<file path="config.mk">
export PLATFORM = sky130hd
export DESIGN_NAME = bsd_discriminator
export DESIGN_NICKNAME = d
export VERILOG_FILES = /design/src/bsd_pkg.sv /design/src/bsd_tick_if.sv /design/src/bsd_discriminator.sv /design/src/bsd_sample_timer.sv
export SDC_FILE = /design/constraint.sdc
export NUM_CORES = 1
export LEC_CHECK = 0
export BUFFER_PORTS_ARGS = -buffer_cell sky130_fd_sc_hd__buf_2
export CORE_ASPECT_RATIO = 1.4
export CORE_UTILIZATION = 55
export CTS_CLUSTER_DIAMETER = 50
export CTS_CLUSTER_SIZE = 25
export DETAILED_ROUTE_END_ITERATION = 12
export PLACE_DENSITY = 0.86
export SLEW_MARGIN = 20
export SYNTH_ARGS = -nofsm -noshare
export SYNTH_HDL_FRONTEND = slang
export SYNTH_SLANG_ARGS = --single-unit
export TNS_END_PERCENT = 5
</file>
<file path="constraint.sdc">
create_clock -name sys_clk -period 10.5 [get_ports sys_clk]
set_input_delay 0.525 -clock sys_clk [delete_from_list [all_inputs] [get_ports sys_clk]]
set_output_delay 0.525 -clock sys_clk [all_outputs]
set_load 0.03 [all_outputs]
</file>
<file path="src/bsd_pkg.sv">
package bsd_pkg;
	// register offsets on the internal register port
	localparam logic [7:0] ADDR_MODE_STEP  = 8'h1c;
	localparam logic [7:0] ADDR_PERIOD     = 8'h1d;
	localparam logic [7:0] ADDR_UPPER      = 8'h1e;
	localparam logic [7:0] ADDR_LOWER      = 8'h1f;
	localparam logic [7:0] ADDR_STATUS     = 8'h2f;
	// reset values
	localparam logic [7:0] RST_MODE_STEP   = 8'h00;
	localparam logic [7:0] RST_PERIOD      = 8'h00;
	localparam logic [7:0] RST_UPPER       = 8'h01;
	localparam logic [7:0] RST_LOWER       = 8'h00;
	localparam logic [7:0] RST_DAC         = 8'h00;
	// field layout of the mode and step register
	localparam int         STEP_LSB        = 0;
	localparam int         STEP_MSB        = 2;
	localparam int         MODE_LSB        = 3;
	localparam int         MODE_MSB        = 4;
	localparam logic [7:0] MODE_STEP_MASK  = 8'h1f;
	// discriminator mode codes
	localparam logic [1:0] MODE_OFF        = 2'h0;
	localparam logic [1:0] MODE_WINDOW     = 2'h1;
	localparam logic [1:0] MODE_CONTINUOUS = 2'h2;
	localparam logic [1:0] MODE_TEST       = 2'h3;
	// threshold scale, informational for the analog side: 14.084 mV per code
	localparam int         THRESH_STEP_UV  = 14084;
	// sampling time base
	localparam real        CLK_PERIOD_NS   = 40.0;
	localparam real        SAMPLE_UNIT_US  = 18.88;
	// rounded, not truncated: the real quotient may land a hair under 472
	localparam int         SAMPLE_UNIT_CYCLES = int'(SAMPLE_UNIT_US * 1000.0 / CLK_PERIOD_NS);
endpackage

</file>
<file path="src/bsd_tick_if.sv">
`timescale 1ns/10ps
interface bsd_tick_if;
	logic [7:0] period_code;
	logic       tick;
	modport timer (input period_code, output tick);
	modport ctrl  (output period_code, input tick);
endinterface

</file>
<file path="src/bsd_discriminator.sv">
`timescale 1ns/10ps
// Overview of operation
// RULE1: mode field picks off, window, continuous, test
// RULE2: each adjustment moves code by step+1
// RULE3: sample every (period code+1) times 18.88 us
// RULE4: upper threshold code drives comparator, linear scale
// RULE5: sampling period register resets to zero
// RULE6: lower threshold uses same linear scale
// RULE7: window: below raises, above lowers, saturating
module bsd_discriminator #(
	parameter int SAMPLE_UNIT_CYCLES = bsd_pkg::SAMPLE_UNIT_CYCLES
) (
	input  wire logic       sys_clk,
	input  wire logic       arst_n,
	input  wire logic       reg_wr,
	input  wire logic       reg_rd,
	input  wire logic [7:0] reg_addr,
	input  wire logic [7:0] reg_wdata,
	output logic      [7:0] reg_rdata,
	input  wire logic [7:0] vbst_code,
	input  wire logic       sense_above_upper,
	input  wire logic       sense_below_lower,
	output logic      [7:0] upper_threshold_code,
	output logic      [7:0] lower_threshold_code,
	output logic      [7:0] dac_code
);
	logic [7:0] mode_step;
	logic [7:0] next_mode_step;
	logic [7:0] sampling_period_code;
	logic [7:0] next_sampling_period_code;
	logic [7:0] next_upper;
	logic [7:0] next_lower;
	logic [7:0] next_dac;
	logic [7:0] next_rdata;
	logic       above_meta;
	logic       above_sync;
	logic       below_meta;
	logic       below_sync;
	logic [1:0] discriminator_mode;
	logic [2:0] dac_adjust_step;
	logic [8:0] step9;
	logic [8:0] up9;
	logic [7:0] raised;
	logic [7:0] lowered;

	localparam int MODE_MSB_I = bsd_pkg::MODE_MSB;
	localparam int MODE_LSB_I = bsd_pkg::MODE_LSB;
	localparam int STEP_MSB_I = bsd_pkg::STEP_MSB;
	localparam int STEP_LSB_I = bsd_pkg::STEP_LSB;

	// field split of the mode and step register
	assign discriminator_mode = mode_step[MODE_MSB_I:MODE_LSB_I];
	assign dac_adjust_step    = mode_step[STEP_MSB_I:STEP_LSB_I];

	// sampling time base
	bsd_tick_if tick_bus ();
	assign tick_bus.period_code = sampling_period_code;

	bsd_sample_timer #(
		.UNIT_CYCLES (SAMPLE_UNIT_CYCLES)
	) u_timer (
		.sys_clk (sys_clk),
		.arst_n  (arst_n),
		.tif     (tick_bus.timer)
	);

	// comparator pins cross into the clock domain
	always_ff @(posedge sys_clk or negedge arst_n) begin
		if (!arst_n) begin
			above_meta <= 1'b0;
			above_sync <= 1'b0;
			below_meta <= 1'b0;
			below_sync <= 1'b0;
		end else begin
			above_meta <= sense_above_upper;
			above_sync <= above_meta;
			below_meta <= sense_below_lower;
			below_sync <= below_meta;
		end
	end

	// step arithmetic with saturation at 0 and at the boost clamp
	always_comb begin
		step9   = {6'h00, dac_adjust_step} + 9'h001; // [RULE2]
		up9     = {1'b0, dac_code} + step9;
		raised  = (up9 > {1'b0, vbst_code}) ? vbst_code : up9[7:0]; // [RULE7]
		lowered = ({1'b0, dac_code} < step9) ? 8'h00 : dac_code - step9[7:0]; // [RULE7]
	end

	// register writes, reads and dac code update
	always_comb begin
		next_mode_step            = mode_step;
		next_sampling_period_code = sampling_period_code;
		next_upper                = upper_threshold_code;
		next_lower                = lower_threshold_code;
		next_rdata                = reg_rdata;
		next_dac                  = dac_code;
		if (reg_wr) begin
			case (reg_addr)
				bsd_pkg::ADDR_MODE_STEP: next_mode_step = reg_wdata & bsd_pkg::MODE_STEP_MASK;
				bsd_pkg::ADDR_PERIOD:    next_sampling_period_code = reg_wdata;
				bsd_pkg::ADDR_UPPER:     next_upper = reg_wdata; // [RULE4]
				bsd_pkg::ADDR_LOWER:     next_lower = reg_wdata; // [RULE6]
				default:                 next_mode_step = mode_step;
			endcase
		end
		if (reg_rd) begin
			case (reg_addr)
				bsd_pkg::ADDR_MODE_STEP: next_rdata = mode_step;
				bsd_pkg::ADDR_PERIOD:    next_rdata = sampling_period_code;
				bsd_pkg::ADDR_UPPER:     next_rdata = upper_threshold_code;
				bsd_pkg::ADDR_LOWER:     next_rdata = lower_threshold_code;
				bsd_pkg::ADDR_STATUS:    next_rdata = dac_code;
				default:                 next_rdata = 8'h00;
			endcase
		end
		case (discriminator_mode) // [RULE1]
			bsd_pkg::MODE_OFF: begin
				next_dac = vbst_code; // follows the programmed boost code
			end
			bsd_pkg::MODE_WINDOW: begin
				if (tick_bus.tick) begin
					if (below_sync)
						next_dac = raised; // [RULE7]
					else if (above_sync)
						next_dac = lowered; // [RULE7]
				end
			end
			bsd_pkg::MODE_CONTINUOUS: begin
				if (tick_bus.tick)
					next_dac = above_sync ? lowered : raised;
			end
			bsd_pkg::MODE_TEST: begin
				next_dac = dac_code; // frozen for inspection
			end
			default: begin
				next_dac = dac_code;
			end
		endcase
	end

	always_ff @(posedge sys_clk or negedge arst_n) begin
		if (!arst_n) begin
			mode_step            <= bsd_pkg::RST_MODE_STEP; // [RULE1]
			sampling_period_code <= bsd_pkg::RST_PERIOD; // [RULE5]
			upper_threshold_code <= bsd_pkg::RST_UPPER;
			lower_threshold_code <= bsd_pkg::RST_LOWER;
			dac_code             <= bsd_pkg::RST_DAC;
			reg_rdata            <= 8'h00;
		end else begin
			mode_step            <= next_mode_step;
			sampling_period_code <= next_sampling_period_code;
			upper_threshold_code <= next_upper;
			lower_threshold_code <= next_lower;
			dac_code             <= next_dac;
			reg_rdata            <= next_rdata;
		end
	end

	// helper: first cycle after reset release
	logic out_of_reset;
	always_ff @(posedge sys_clk or negedge arst_n) begin
		if (!arst_n)
			out_of_reset <= 1'b0;
		else
			out_of_reset <= 1'b1;
	end

	chk_off_follows_boost: assert property (@(posedge sys_clk) disable iff (!arst_n) // [RULE1]
		(discriminator_mode == bsd_pkg::MODE_OFF) |=> dac_code == $past(vbst_code))
		else $error("off mode does not follow boost code");

	chk_test_holds_code: assert property (@(posedge sys_clk) disable iff (!arst_n) // [RULE1]
		(discriminator_mode == bsd_pkg::MODE_TEST) |=> $stable(dac_code))
		else $error("test mode changed dac code");

	chk_step_raise_size: assert property (@(posedge sys_clk) disable iff (!arst_n) // [RULE2]
		(discriminator_mode == bsd_pkg::MODE_WINDOW && tick_bus.tick && below_sync && up9 <= {1'b0, vbst_code})
		|=> dac_code == $past(dac_code) + {5'h00, $past(dac_adjust_step)} + 8'h01)
		else $error("raise step size wrong");

	chk_window_lower: assert property (@(posedge sys_clk) disable iff (!arst_n) // [RULE7]
		(discriminator_mode == bsd_pkg::MODE_WINDOW && tick_bus.tick && !below_sync && above_sync)
		|=> dac_code == (($past(dac_code) > {5'h00, $past(dac_adjust_step)})
			? $past(dac_code) - {5'h00, $past(dac_adjust_step)} - 8'h01 : 8'h00))
		else $error("window lowering wrong");

	chk_raise_clamp: assert property (@(posedge sys_clk) disable iff (!arst_n) // [RULE7]
		(discriminator_mode == bsd_pkg::MODE_WINDOW && tick_bus.tick && below_sync && up9 > {1'b0, vbst_code})
		|=> dac_code == $past(vbst_code))
		else $error("window raise not clamped");

	chk_window_idle: assert property (@(posedge sys_clk) disable iff (!arst_n) // [RULE7]
		(discriminator_mode == bsd_pkg::MODE_WINDOW && tick_bus.tick && !below_sync && !above_sync) |=> $stable(dac_code))
		else $error("window moved code inside band");

	chk_cont_raise: assert property (@(posedge sys_clk) disable iff (!arst_n) // [RULE2]
		(discriminator_mode == bsd_pkg::MODE_CONTINUOUS && tick_bus.tick && !above_sync && up9 <= {1'b0, vbst_code})
		|=> dac_code == $past(dac_code) + {5'h00, $past(dac_adjust_step)} + 8'h01)
		else $error("continuous raise step wrong");

	chk_cont_lower: assert property (@(posedge sys_clk) disable iff (!arst_n) // [RULE1]
		(discriminator_mode == bsd_pkg::MODE_CONTINUOUS && tick_bus.tick && above_sync)
		|=> dac_code <= $past(dac_code))
		else $error("continuous mode raised while above");

	chk_mode_mask: assert property (@(posedge sys_clk) disable iff (!arst_n) // [RULE1]
		(reg_wr && reg_addr == bsd_pkg::ADDR_MODE_STEP)
		|=> mode_step[7:5] == 3'h0 && mode_step[4:0] == $past(reg_wdata[4:0]))
		else $error("mode and step write wrong");

	chk_status_read: assert property (@(posedge sys_clk) disable iff (!arst_n) // [RULE1]
		(reg_rd && reg_addr == bsd_pkg::ADDR_STATUS) |=> reg_rdata == $past(dac_code))
		else $error("status read wrong");

	chk_window_no_tick: assert property (@(posedge sys_clk) disable iff (!arst_n) // [RULE7]
		(discriminator_mode == bsd_pkg::MODE_WINDOW && !tick_bus.tick) |=> $stable(dac_code))
		else $error("window changed code without sample");

	chk_period_after_reset: assert property (@(posedge sys_clk) disable iff (!arst_n) // [RULE5]
		!out_of_reset |-> sampling_period_code == 8'h00)
		else $error("sampling period not zero after reset");

	chk_upper_write: assert property (@(posedge sys_clk) disable iff (!arst_n) // [RULE4]
		(reg_wr && reg_addr == bsd_pkg::ADDR_UPPER) |=> upper_threshold_code == $past(reg_wdata))
		else $error("upper threshold write lost");

	chk_lower_write: assert property (@(posedge sys_clk) disable iff (!arst_n) // [RULE6]
		(reg_wr && reg_addr == bsd_pkg::ADDR_LOWER) ##1 !reg_wr [*2]
		|-> $stable(lower_threshold_code) && lower_threshold_code == $past(reg_wdata, 2))
		else $error("lower threshold not held");
endmodule // bsd_discriminator

</file>
<file path="src/bsd_sample_timer.sv">
`timescale 1ns/10ps
module bsd_sample_timer #(
	parameter int UNIT_CYCLES = bsd_pkg::SAMPLE_UNIT_CYCLES
) (
	input  wire logic  sys_clk,
	input  wire logic  arst_n,
	bsd_tick_if.timer  tif
);
	localparam int UW = $clog2(UNIT_CYCLES + 1);
	localparam logic [UW-1:0] UNIT_LAST = UW'(UNIT_CYCLES - 1);

	logic [UW-1:0] unit_cnt;
	logic [UW-1:0] next_unit_cnt;
	logic [7:0]    per_cnt;
	logic [7:0]    next_per_cnt;
	logic          tick;
	logic          next_tick;

	// unit prescaler and period counter, one tick per (code+1) units
	always_comb begin
		next_unit_cnt = unit_cnt + UW'(1);
		next_per_cnt  = per_cnt;
		next_tick     = 1'b0;
		if (unit_cnt == UNIT_LAST) begin
			next_unit_cnt = '0;
			if (per_cnt >= tif.period_code) begin // [RULE3]
				next_per_cnt = 8'h00;
				next_tick    = 1'b1;
			end else begin
				next_per_cnt = per_cnt + 8'h01;
			end
		end
	end

	always_ff @(posedge sys_clk or negedge arst_n) begin
		if (!arst_n) begin
			unit_cnt <= '0;
			per_cnt  <= 8'h00;
			tick     <= 1'b0;
		end else begin
			unit_cnt <= next_unit_cnt;
			per_cnt  <= next_per_cnt;
			tick     <= next_tick;
		end
	end

	assign tif.tick = tick;

	// helper: gap between ticks while the period code is steady
	logic [17:0] gap;
	logic        gap_valid;
	logic [7:0]  code_seen;
	always_ff @(posedge sys_clk or negedge arst_n) begin
		if (!arst_n) begin
			gap       <= 18'h00000;
			gap_valid <= 1'b0;
			code_seen <= 8'h00;
		end else begin
			code_seen <= tif.period_code;
			gap       <= tick ? 18'h00001 : gap + 18'h00001;
			if (code_seen != tif.period_code)
				gap_valid <= 1'b0;
			else if (tick)
				gap_valid <= 1'b1;
		end
	end

	chk_tick_spacing: assert property (@(posedge sys_clk) disable iff (!arst_n) // [RULE3]
		(tick && gap_valid && code_seen == tif.period_code)
		|-> gap == 18'((int'(tif.period_code) + 1) * UNIT_CYCLES))
		else $error("sample tick spacing wrong");
endmodule // bsd_sample_timer

</file>
==> results of run 1 <==
==> layer usage <==
metal,track usage (%),wire length (um),vias to the layer above
met5,0,0,-
met4,13.36,328,0
met3,5.207,315,24
met1,29.53,3781,1601
li1,-,-,1605
met2,46.14,5016,97
==> cell usage after synthesis (all sizes together) (3+ instances only) <==
| cell type | count |
|---|---|
| nor3 | 6 |
| ha | 30 |
| and3 | 6 |
| xor2 | 11 |
| a222oi | 8 |
| a21o | 4 |
| inv | 31 |
| nand4 | 3 |
| nor2b | 6 |
| buf | 5 |
| nand3 | 16 |
| o22ai | 3 |
| clkbuf | 9 |
| a22o | 5 |
| a21oi | 21 |
| mux2i | 7 |
| dfrtp | 66 |
| o21ai | 33 |
| nor2 | 26 |
| nand2 | 35 |
| o21a | 5 |
| xnor2 | 5 |
| nor3b | 3 |
| mux2 | 35 |
| or3 | 3 |
| nand2b | 3 |
==> per-stage QoR <==
step                      cells  util (%)  setup WS [ns]
after CTS                   576     64.42          6.876
after floorplan             415         -          7.215
after global placement      560     61.60          7.027
final                       576     64.42          6.871
after global routing        576     64.42          6.577
after detailed placement    560     61.60          6.875
==> power by group through the flow <==
stage,registers [mW],logic (mW),clock network (mW)
floorplan,0.306,0.116,0
global placement,0.295,0.173,0
detailed placement,0.296,0.181,0
CTS,0.291,0.181,0.228
global route,0.294,0.201,0.235
finish,0.291,0.181,0.223
==> final cells by class <==
class                   instances  area [um2]
clock inverters                 1       30.03
well taps                      97       121.4
repair buffers                 62       312.8
clock buffers                  15       176.4
flip-flops and latches         67        1678
inverters                      31       116.4
fillers                       615        2603
multi-input cells             303        2277
==> worst paths after layout <==
path	slack (ns)	endpoint	cells past startpoint
max	6.87	dac_code[2]	14
min reg2reg	0.35	below_sync	0
min	0.28	above_meta	1
max in group asynchronous	9.60	upper_threshold_code[1]	2
min in group asynchronous	0.36	u_timer.unit_cnt[6]	2
max reg2reg	6.87	dac_code[2]	14
==> kinds of logic (layout without fill, tap and decap cells) <==
logic type	Yosys count	count (layout)	synth area share [%]
simple gates	120	120	15.38
fa+ha+maj	32	32	10.05
xor+xnor	16	16	3.390
compound gates	93	93	15.04
mux	42	42	11.23
flops	67	67	40.59
buf+inv	45	109	4.328
==> flip-flops by register name (all words and copies together), names as in the netlist, 5 cells and up <==
signal and count:
u_timer.unit_cnt 9, dac_code 8, upper_threshold_code 8, lower_threshold_code 8, mode_step 5, u_timer.per_cnt 8
reg_rdata 8, sampling_period_code 8
==> worst max-delay path, stage by stage, from the launching register on <==
cell and delay [ns]:
dfrtp_1 0.43, ha_1 0.23, xor2_1 0.16, ha_1 0.36
nor2b_1 0.17, a221o_1 0.37, nand3_1 0.11, xnor2_1 0.15
ha_1 0.29, a21o_1 0.19, a21oi_1 0.19, o211ai_1 0.17
a21oi_4 0.36, mux2i_1 0.24, o21ai_1 0.09
==> reports/metrics.cfg, run 1 <==
[worst_setup_path]
criticalPathCategory=reg -> reg
reg2reg_from=mode_step[0]
worstPathArrival_ns=3.86
path_max_fanout=10
crit_path_end_kind=flip-flop
cp-startpoint=mode_step[0]
cp.required_ns=10.73
cp-start-kind=flip-flop

[logic_synthesis]
synth.avg_cell_area_um2=9.961
async_reset_ff_share_pct=100.0
synth-warning-count=0
synthDistinctLibCells=55
synth_cells=415
syn_nets=477
synth_top_area_share_pct=39.95
ys_ff_latch=67
yosysTopAreaCell=dfrtp_1
synthTopCellsByArea=dfrtp_1 (40%), mux2_2 (9.5%), ha_1 (9.1%)
netlist_area_mm2=0.004134
synth-main-ff-cell=dfrtp_1
yosysSeqAreaShare_pct=40.59
synth_edf_count=0

[layout]
fin_nets=536
layout-drive-gt1-share_pct=25.47
area_delta_synth_final_pct=13.98
final_cell_area_mm2=0.004712
final_cell_mix=dfrtp_1 (66), buf_2 (61), mux2_2 (35), nand2_1 (33), inv_1 (31)
final_common_cell=dfrtp_1
n_antenna_cell=0

[timing]
skew_ns=0.005248
fmaxAchievable_ghz=0.2756
hold_violations=0
slew-limit-headroom_pct=40.73
setup_tns_ns=0
slew_viol_final=0
rsz0062_at_grt=no
hold_slack_ns=0.2801
min_period_over_period_pct=34.56
finalSetupViolations=0
fin_crit_ns=3.629
max_slew.worst_pin.slew_ns=0.8858

[drt]
drt_iter0_drc=176
vias_per_cell=5.776
vias=3327
routed_wl_um=9442
drtPass1Iterations=5
wl_per_cell_um=16.39
drcViolationCount=0
ant_nets=0

[placement]
place_area_mm2=0.004506
gp_congestion=0.9013
hpwl_um=7260
io_buffers=61

[cts]
post_cts_resized=0
root_buffer=clkbuf_8
clock-sinks=67
clk_latency_ns=0.35
cts_buffer_depth=2
post-cts-setup-buffers=0
ctsHtreeMaxLevel=3
numCtsBuffers=9
cts_tree=done
ctsHoldBuffers=0
path_clk_slew_ns=0.07

[hold_path]
min_from=sense_above_upper
hold_path.class=in -> reg

[flow_run]
maxCapViolations=0

[global_route]
gr-usage-all-layers_pct=26.43
antenna_found_initial=0
grt_pass1_wl_um=15630
grt_max_degree=68
first_global_vias=3436
grt.overflow.total=0

[power_and_ir_drop]
p_leak_nw=2.289
power_frac_seq_pct=41.9
swShare_pct=32.04
power.share.clock_pct=32.0
irDropWorstVdd_v=0.00009871
p_int_uw=472.4
p_per_area_mw_per_mm2=147.5
p_total_uw=695.1
pwr-share-comb_pct=26.0
p_switching_uw=222.7

[status]
status=completed

[floorplanning]
die-area_mm2=0.007872
io_pins=62
core.rowCount=37
coreArea_mm2=0.007315
die_x_um=75.27
die_y_um=104.6
initial_core_util_pct=56.52

No activity file was read; power rests on OpenSTA's default activity.
==> run 2: changes to the inputs <==
CORE_UTILIZATION = 52   (was 55)
clock period = 2.9 ns   (was 10.5 ns; I/O delays follow)
==> run 2 against run 1 <==
The run now ends with hold timing, setup timing left. Critical endpoint is now dac_code[0]. Power increased to 3.9 times the previous value. Sequential share of layout area down 2.1 points. Register-to-register slack got worse by 7.3 ns. Clock power grew to 3.7 times the previous value. Worst setup slack lost 7.3 ns. Critical path depth did not move. Highest routed layer unchanged. Clock skew increased by 0.0073 ns. Cell area grew 6.2%. Global-route usage rose by 1.1 points.
==> reports/metrics.cfg, run 2 (synthesis gave the netlist of run 1 again) <==
[worst_setup_path]
critPathBufInv=1  ; +1
worstPathArrival_ns=3.59  ; -0.27 ns
crit_path_end_kind=flip-flop
criticalPathCategory=reg -> reg
crit_path_frequent_cell=ha_1
reg2reg_slack_ns=-0.46  ; -7.33 ns
r2r_cells=14  ; unchanged
cp-start-kind=flip-flop
cp-startpoint=mode_step[0]
slowest_delay_ns=0.42  ; about the same
cp.required_ns=3.13  ; -7.60 ns
crit_cells=14  ; unchanged
slowest_stage=dfrtp_1
r2r_end=dac_code[0]
path_max_fanout=4  ; -6
crit_end=dac_code[0]
reg2reg_from=mode_step[0]
cp_cell_sequence=ha_2 -> ha_1 -> a21o_1 -> a221o_1 -> a21oi_1 -> nor2_1 -> ha_1 -> nand3_1 -> nor3_2 -> a21oi_2 -> a21oi_4 -> buf_6 -> mux2i_1 -> o21ai_1
crit_family=compound AO/OA/AOI/OAI gates

[timing]
finalSetupViolations=8  ; +8
slew-limit-headroom_pct=43.27  ; +2.5 points
max_slew.worst_pin.slew_ns=0.8509  ; -0.03488 ns
min_period_over_period_pct=115.9  ; +81 points
hold_slack_ns=-0.01417  ; -0.2942 ns
hold_violations=38  ; +38
rsz0062_at_grt=yes
fin_crit_ns=3.361  ; -0.2681 ns
skew_ns=0.01259  ; +0.007344 ns
fmaxAchievable_ghz=0.2976  ; +8.0%
postLayoutSetupSlackWorst_ns=-0.4606  ; -7.332 ns
slew_viol_final=0  ; unchanged

[cts]
path_clk_slew_ns=0.08  ; about the same
clock-sinks=67  ; unchanged
root_buffer=clkbuf_8
numCtsBuffers=9  ; unchanged
cts_tree=done
post-cts-setup-buffers=0  ; unchanged
ctsHtreeMaxLevel=3  ; unchanged
cts_buffer_depth=2  ; unchanged
clk_latency_ns=0.36  ; about the same

[layout]
area_delta_synth_final_pct=21.07
largest_reg_flops=9  ; unchanged
final_cell_area_mm2=0.005005  ; +6.2%
fin_nets=566  ; +5.6%
final_cell_mix=dfrtp_1 (65), buf_2 (61), mux2_2 (35), nand2_1 (33), inv_1 (31)
multi_input_area_mm2=0.002322  ; +2.0%
layout-drive-gt1-share_pct=31.89  ; +6.4 points
regArea_mm2=0.001679  ; about the same
final_common_cell=dfrtp_1
final_cells=608  ; +5.6%
fillers=618  ; +0.49%
n_antenna_cell=0  ; unchanged
largest-register=u_timer.unit_cnt

[power_and_ir_drop]
irDropWorstVdd_v=0.0003510  ; +260%
p_per_area_mw_per_mm2=541.8  ; +270%
swShare_pct=33.13  ; +1.1 points
p_leak_nw=2.446  ; +6.9%
p_total_mw=2.711  ; +290%
power.share.clock_pct=30.6  ; -1.4 points
p_switching_uw=898.4  ; +300%
power_frac_seq_pct=38.3  ; -3.6 points
p_int_mw=1.813  ; +280%
pwr-share-comb_pct=31.1  ; +5.1 points

[global_route]
gr-usage-all-layers_pct=27.52  ; +1.1 points
grt_pass1_wl_um=17240  ; +10%
antenna_found_initial=0  ; unchanged
grt.overflow.total=0  ; unchanged
first_global_vias=3670  ; +6.8%
grt_max_degree=68  ; unchanged

[drt]
ant_nets=0  ; unchanged
routed_wl_um=10720  ; +14%
drcViolationCount=0  ; unchanged
vias=3627  ; +9.0%
drtPass1Iterations=7  ; +2
wl_per_cell_um=17.63  ; +7.5%
vias_per_cell=5.965  ; +3.3%
drt_iter0_drc=298  ; +69%

[floorplanning]
coreArea_mm2=0.007702  ; +5.3%
initial_core_util_pct=53.67  ; -2.8 points
core.rowCount=38  ; +2.7%
io_pins=62  ; unchanged
die_y_um=107.5  ; +2.8%
die_x_um=77.36  ; +2.8%
die-area_mm2=0.008315  ; +5.6%

[placement]
place_area_mm2=0.004735  ; +5.1%
gp_congestion=0.9336  ; +3.6%
dpl_worst_slack_ns=-0.4050  ; -7.280 ns
io_buffers=61  ; unchanged
hpwl_um=8179  ; +13%
dp_cells=591  ; +5.5%

[flow_run]
maxCapViolations=0  ; unchanged

[status]
status=complete, but fails checks
violations=hold timing, setup timing

[hold_path]
hold_path.class=in -> async

run 2: cell count changes in the layout (fill, tap and decap cells not counted), moves of 2 or more:
cell           previous run  this run
buf_4                     1        27
clkbuf_1                  3         0
a21oi_1                  19        17
a21oi_2                   1         3
buf_6                     0         2
dlygate4sd3_1             0         2
ha_1                     30        28
ha_2                      0         2
run 2: what timing repair did:
action	4_1_cts	5_1_grt
gates resized for setup	4	4
gates cloned	0	0
pin swaps	5	1
hold endpoints to repair	2	0
hold buffers	2	0
setup endpoints to repair	8	8
run 2: area by class of cell:
type	count	area share (%)
clock buffer	12	3.300
clock inverter	3	0.9250
inverter	31	2.325
multi-input combinational	303	46.40
sequential	67	33.55
tap	100	2.500
timing repair buffer	92	11.00
run 2: worst min-delay path by stage:
stage / start / endpoint / slack (ns) / cells after the start
3_3_place_gp: sense_above_upper / above_meta / 0.25 / 1
3_5_place_dp: sense_above_upper / above_meta / 0.26 / 1
4_1_cts: arst_n / u_timer.unit_cnt[3] / 0.00006 / 2
6_report: arst_n / u_timer.unit_cnt[5] / -0.01 / 2
5_1_grt: arst_n / u_timer.unit_cnt[5] / 0.06 / 2
2_1_floorplan: arst_n / above_meta / -0.15 / 0
run 2: metrics by stage:
step / util (%) / setup TNS (ns)
2_1_floorplan: - / -2.301
3_3_place_gp: 61.47 / -1.758
3_5_place_dp: 61.47 / -2.950
4_1_cts: 64.73 / -2.568
5_1_grt: 64.98 / -4.589
6_report: 64.98 / -3.385
run 2: power groups by stage:
stage	clock network (mW)	registers (mW)	logic [mW]
after global routing	0.873	1.04	0.911
after global placement	0	1.05	0.766
final	0.829	1.04	0.844
after floorplan	0	1.11	0.430
after CTS	0.840	1.04	0.824
after detailed placement	0	1.05	0.806
run 2: metal layers:
metal	part of all wire, %	track usage (%)	vias to the layer above
li1	-	-	1671
met1	38	28.49	1784
met2	53	49.81	133
met3	4.1	5.763	39
met4	4.8	17.79	0
met5	0	0	-
==> run 3: changes to the inputs <==
SYNTH_HIERARCHICAL = 1   (was default)
==> run 3 against run 2 <==
Non-clock buffer count grew 8. Highest routed layer unchanged. Sequential share of layout area decreased by 1.0 points. Routed wire length up 9.7%. Core utilization rose by 1.6 points. Largest power group is now combinational cells. Via count is 4.7% higher. The flow still finishes with violations (hold timing, setup timing). Clock skew shrank 0.0012 ns. Sequential cell count unchanged. Die area rose by 0.95%. Critical endpoint is now dac_code[4]. Worst hold slack lost 0.011 ns.
==> reports/metrics.cfg, run 3 <==
[status]
status=complete, but fails checks
violations=hold timing, setup timing

[timing]
finalSetupViolations=8  ; unchanged
slew-limit-headroom_pct=42.18  ; -1.1 points
max_slew.worst_pin.slew_ns=0.8673  ; +0.01632 ns
rsz0062_at_grt=yes
skew_ns=0.01136  ; -0.001232 ns
fmaxAchievable_ghz=0.2898  ; -2.6%
min_period_over_period_pct=119.0  ; +3.1 points
postLayoutSetupSlackWorst_ns=-0.5501  ; -0.08945 ns
hold_slack_ns=-0.02522  ; -0.01105 ns
fin_crit_ns=3.450  ; +0.08945 ns
setup_tns_ns=-4.237  ; -0.8514 ns
slew_viol_final=0  ; unchanged
hold_violations=13  ; -66%

[placement]
hpwl_um=8623  ; +5.4%
io_buffers=61  ; unchanged
place_area_mm2=0.004783  ; +1.0%
dpl_worst_slack_ns=-0.5827  ; -0.1777 ns
gp_congestion=0.9689  ; +3.8%

[logic_synthesis]
synthTopCellsByArea=dfrtp_1 (40%), ha_1 (9.0%), mux2_2 (7.0%)
ys_ff_latch=67  ; unchanged
netlist_area_mm2=0.004174  ; +0.97%
synth-warning-count=6  ; +6
synthDistinctLibCells=66  ; +20%
synth.most_common_cell=dfrtp_1
yosysSeqAreaShare_pct=40.20  ; -0.39 points
synth.avg_cell_area_um2=9.891  ; -0.71%
async_reset_ff_share_pct=100.0  ; unchanged
syn_nets=484  ; +1.5%
ys_top_cells_by_count=dfrtp_1 (66), nor2_1 (34), inv_1 (32)
synth_top_area_share_pct=39.57  ; -0.38 points
synth_edf_count=0  ; unchanged
yosysTopAreaCell=dfrtp_1
synth_cells=422  ; +1.7%
synth-main-ff-cell=dfrtp_1

[global_route]
first_global_vias=4035  ; +9.9%
grt.overflow.total=0  ; unchanged
antenna_found_initial=0  ; unchanged
gr-usage-all-layers_pct=30.14  ; +2.6 points
grt_max_degree=68  ; unchanged
grt_pass1_wl_um=19060  ; +11%

[layout]
largest_reg_flops=9  ; unchanged
area_delta_synth_final_pct=23.53
final_common_cell=dfrtp_1
n_antenna_cell=0  ; unchanged
fin_nets=583  ; +3.0%
final_cell_mix=dfrtp_1 (66), buf_2 (61), inv_1 (32), buf_4 (32), nor2_1 (31)
layout-drive-gt1-share_pct=33.84  ; +2.0 points
largest-register=u_timer/unit_cnt
fillers=575  ; -7.0%
final_cell_area_mm2=0.005156  ; +3.0%

[worst_setup_path]
cp-start-kind=flip-flop
slowest_stage=dfrtp_1
critPathBufInv=1  ; unchanged
cp_cell_sequence=ha_4 -> xor2_2 -> ha_1 -> nor2b_4 -> a221o_2 -> xor2_2 -> ha_1 -> a211oi_2 -> nand2_1 -> o211ai_1 -> and2_4 -> buf_6 -> nand3_2 -> a31oi_1
crit_path_end_kind=flip-flop
slowest_delay_ns=0.44  ; +0.02 ns
path_max_fanout=5  ; +1
criticalPathCategory=reg -> reg
worstPathArrival_ns=3.72  ; +0.13 ns
cp.required_ns=3.17  ; +0.04 ns
crit_family=compound AO/OA/AOI/OAI gates

[cts]
clk_latency_ns=0.35  ; about the same
numCtsBuffers=9  ; unchanged
cts_tree=done
clock-sinks=67  ; unchanged
ctsHtreeMaxLevel=3  ; unchanged
path_clk_slew_ns=0.07  ; about the same
root_buffer=clkbuf_8
cts_buffer_depth=2  ; unchanged

[drt]
drtPass1Iterations=6  ; -1
drcViolationCount=0  ; unchanged
ant_nets=0  ; unchanged
wl_per_cell_um=18.78  ; +6.5%
vias_per_cell=6.064  ; +1.7%
vias=3796  ; +4.7%
drt_iter0_drc=267  ; -10%
routed_wl_um=11760  ; +9.7%

[floorplanning]
die-area_mm2=0.008395  ; +0.95%
core.rowCount=38  ; unchanged
die_x_um=77.72  ; +0.47%
die_y_um=108.0  ; +0.48%
coreArea_mm2=0.007750  ; +0.62%
io_pins=62  ; unchanged
initial_core_util_pct=53.86  ; +0.19 points

[power_and_ir_drop]
p_total_mw=3.963  ; +46%
irDropWorstVdd_v=0.0004738  ; +35%
p_per_area_mw_per_mm2=768.6  ; +42%
p_leak_nw=2.439  ; -0.30%

[flow_run]
maxCapViolations=0  ; unchanged

[hold_path]
hold_path.class=in -> async

-- run 3: cell count changes in the layout (fill, tap and decap cells not counted), moves of 4 or more --
cell       previous run  this run
a22o_1                5         1
o211ai_1              2         7
nor2_1               26        31
clkbuf_1              0         5
mux2_2               35        26
a21oi_1              17        25
a221oi_1              0         5
o21ai_0              26        14
o2111ai_1             0         5
o21a_1                5         1
a222oi_1              8         3
buf_4                27        32
nand2_1              33        27
-- run 3: kinds of logic (layout without fill, tap and decap cells) --
family,after synthesis,count (layout),share of synthesized area (%)
and+or+nand+nor,120,120,14.87
AOI/OAI and AO/OA,111,111,18.71
DFF,67,67,40.20
buffers and inverters,45,149,4.646
muxes,33,33,8.693
adders and majority gates,32,32,9.952
xor gates and xnor gates,14,14,2.937
-- run 3: where the power goes --
group / internal, mW / total [mW] / switching, mW
Sequential: 1.02 / 1.13 / 0.112
Clock: 0.360 / 0.694 / 0.334
Combinational: 0.965 / 2.14 / 1.17
Total: 2.34 / 3.96 / 1.62
-- run 3: path summary, 6_finish.rpt --
| kind | startpoint | endpoint | slack, ns | cells past startpoint |
|---|---|---|---|---|
| max | mode_step[0] | dac_code[4] | -0.55 | 14 |
| min | arst_n | dac_code[1] | -0.03 | 2 |
| max reg2reg | mode_step[0] | dac_code[4] | -0.55 | 14 |
| min reg2reg | above_meta | above_sync | 0.35 | 0 |
| max in group asynchronous | arst_n | reg_rdata[7] | 2.33 | 2 |
| min in group sys_clk | reg_wdata[5] | sampling_period_code[5] | 0.06 | 2 |
-- run 3: per-stage QoR --
| stage | util, % | hold slack [ns] | instances |
|---|---|---|---|
| after global placement | 61.72 | 0.2533 | 601 |
| after floorplan | - | -0.1506 | 422 |
| after global routing | 66.53 | 0.05555 | 626 |
| after detailed placement | 61.72 | 0.2551 | 601 |
| after CTS | 65.47 | 0.006615 | 623 |
| final | 66.53 | -0.02522 | 626 |
-- run 3: metal layers --
layer / wire, um / track usage, % / vias to the layer above
met1: 4172 / 29.75 / 1821
li1: - / - / 1742
met3: 615 / 6.498 / 66
met2: 6081 / 53.73 / 167
met4: 889 / 25.07 / 0
met5: 0 / 0 / -
-- run 3: layout make-up --
| type | instances | area (um2) | area share [%] |
|---|---|---|---|
| Timing Repair Buffer | 100 | 621.8 | 12.06 |
| Multi-Input combinational cell | 310 | 2437 | 47.27 |
| Clock buffer | 16 | 170.2 | 3.300 |
| Tap cell | 100 | 125.1 | 2.427 |
| Sequential cell | 67 | 1678 | 32.54 |
| Inverter | 33 | 123.9 | 2.402 |
-- run 3: timing repair --
| item | 4_1_cts | 5_1_grt |
|---|---|---|
| hold buffers | 2 | 0 |
| gates resized for setup | 18 | 13 |
| pin swaps | 15 | 11 |
| setup buffers | 4 | 3 |
| hold endpoints to repair | 2 | 0 |
| setup endpoints to repair | 8 | 8 |
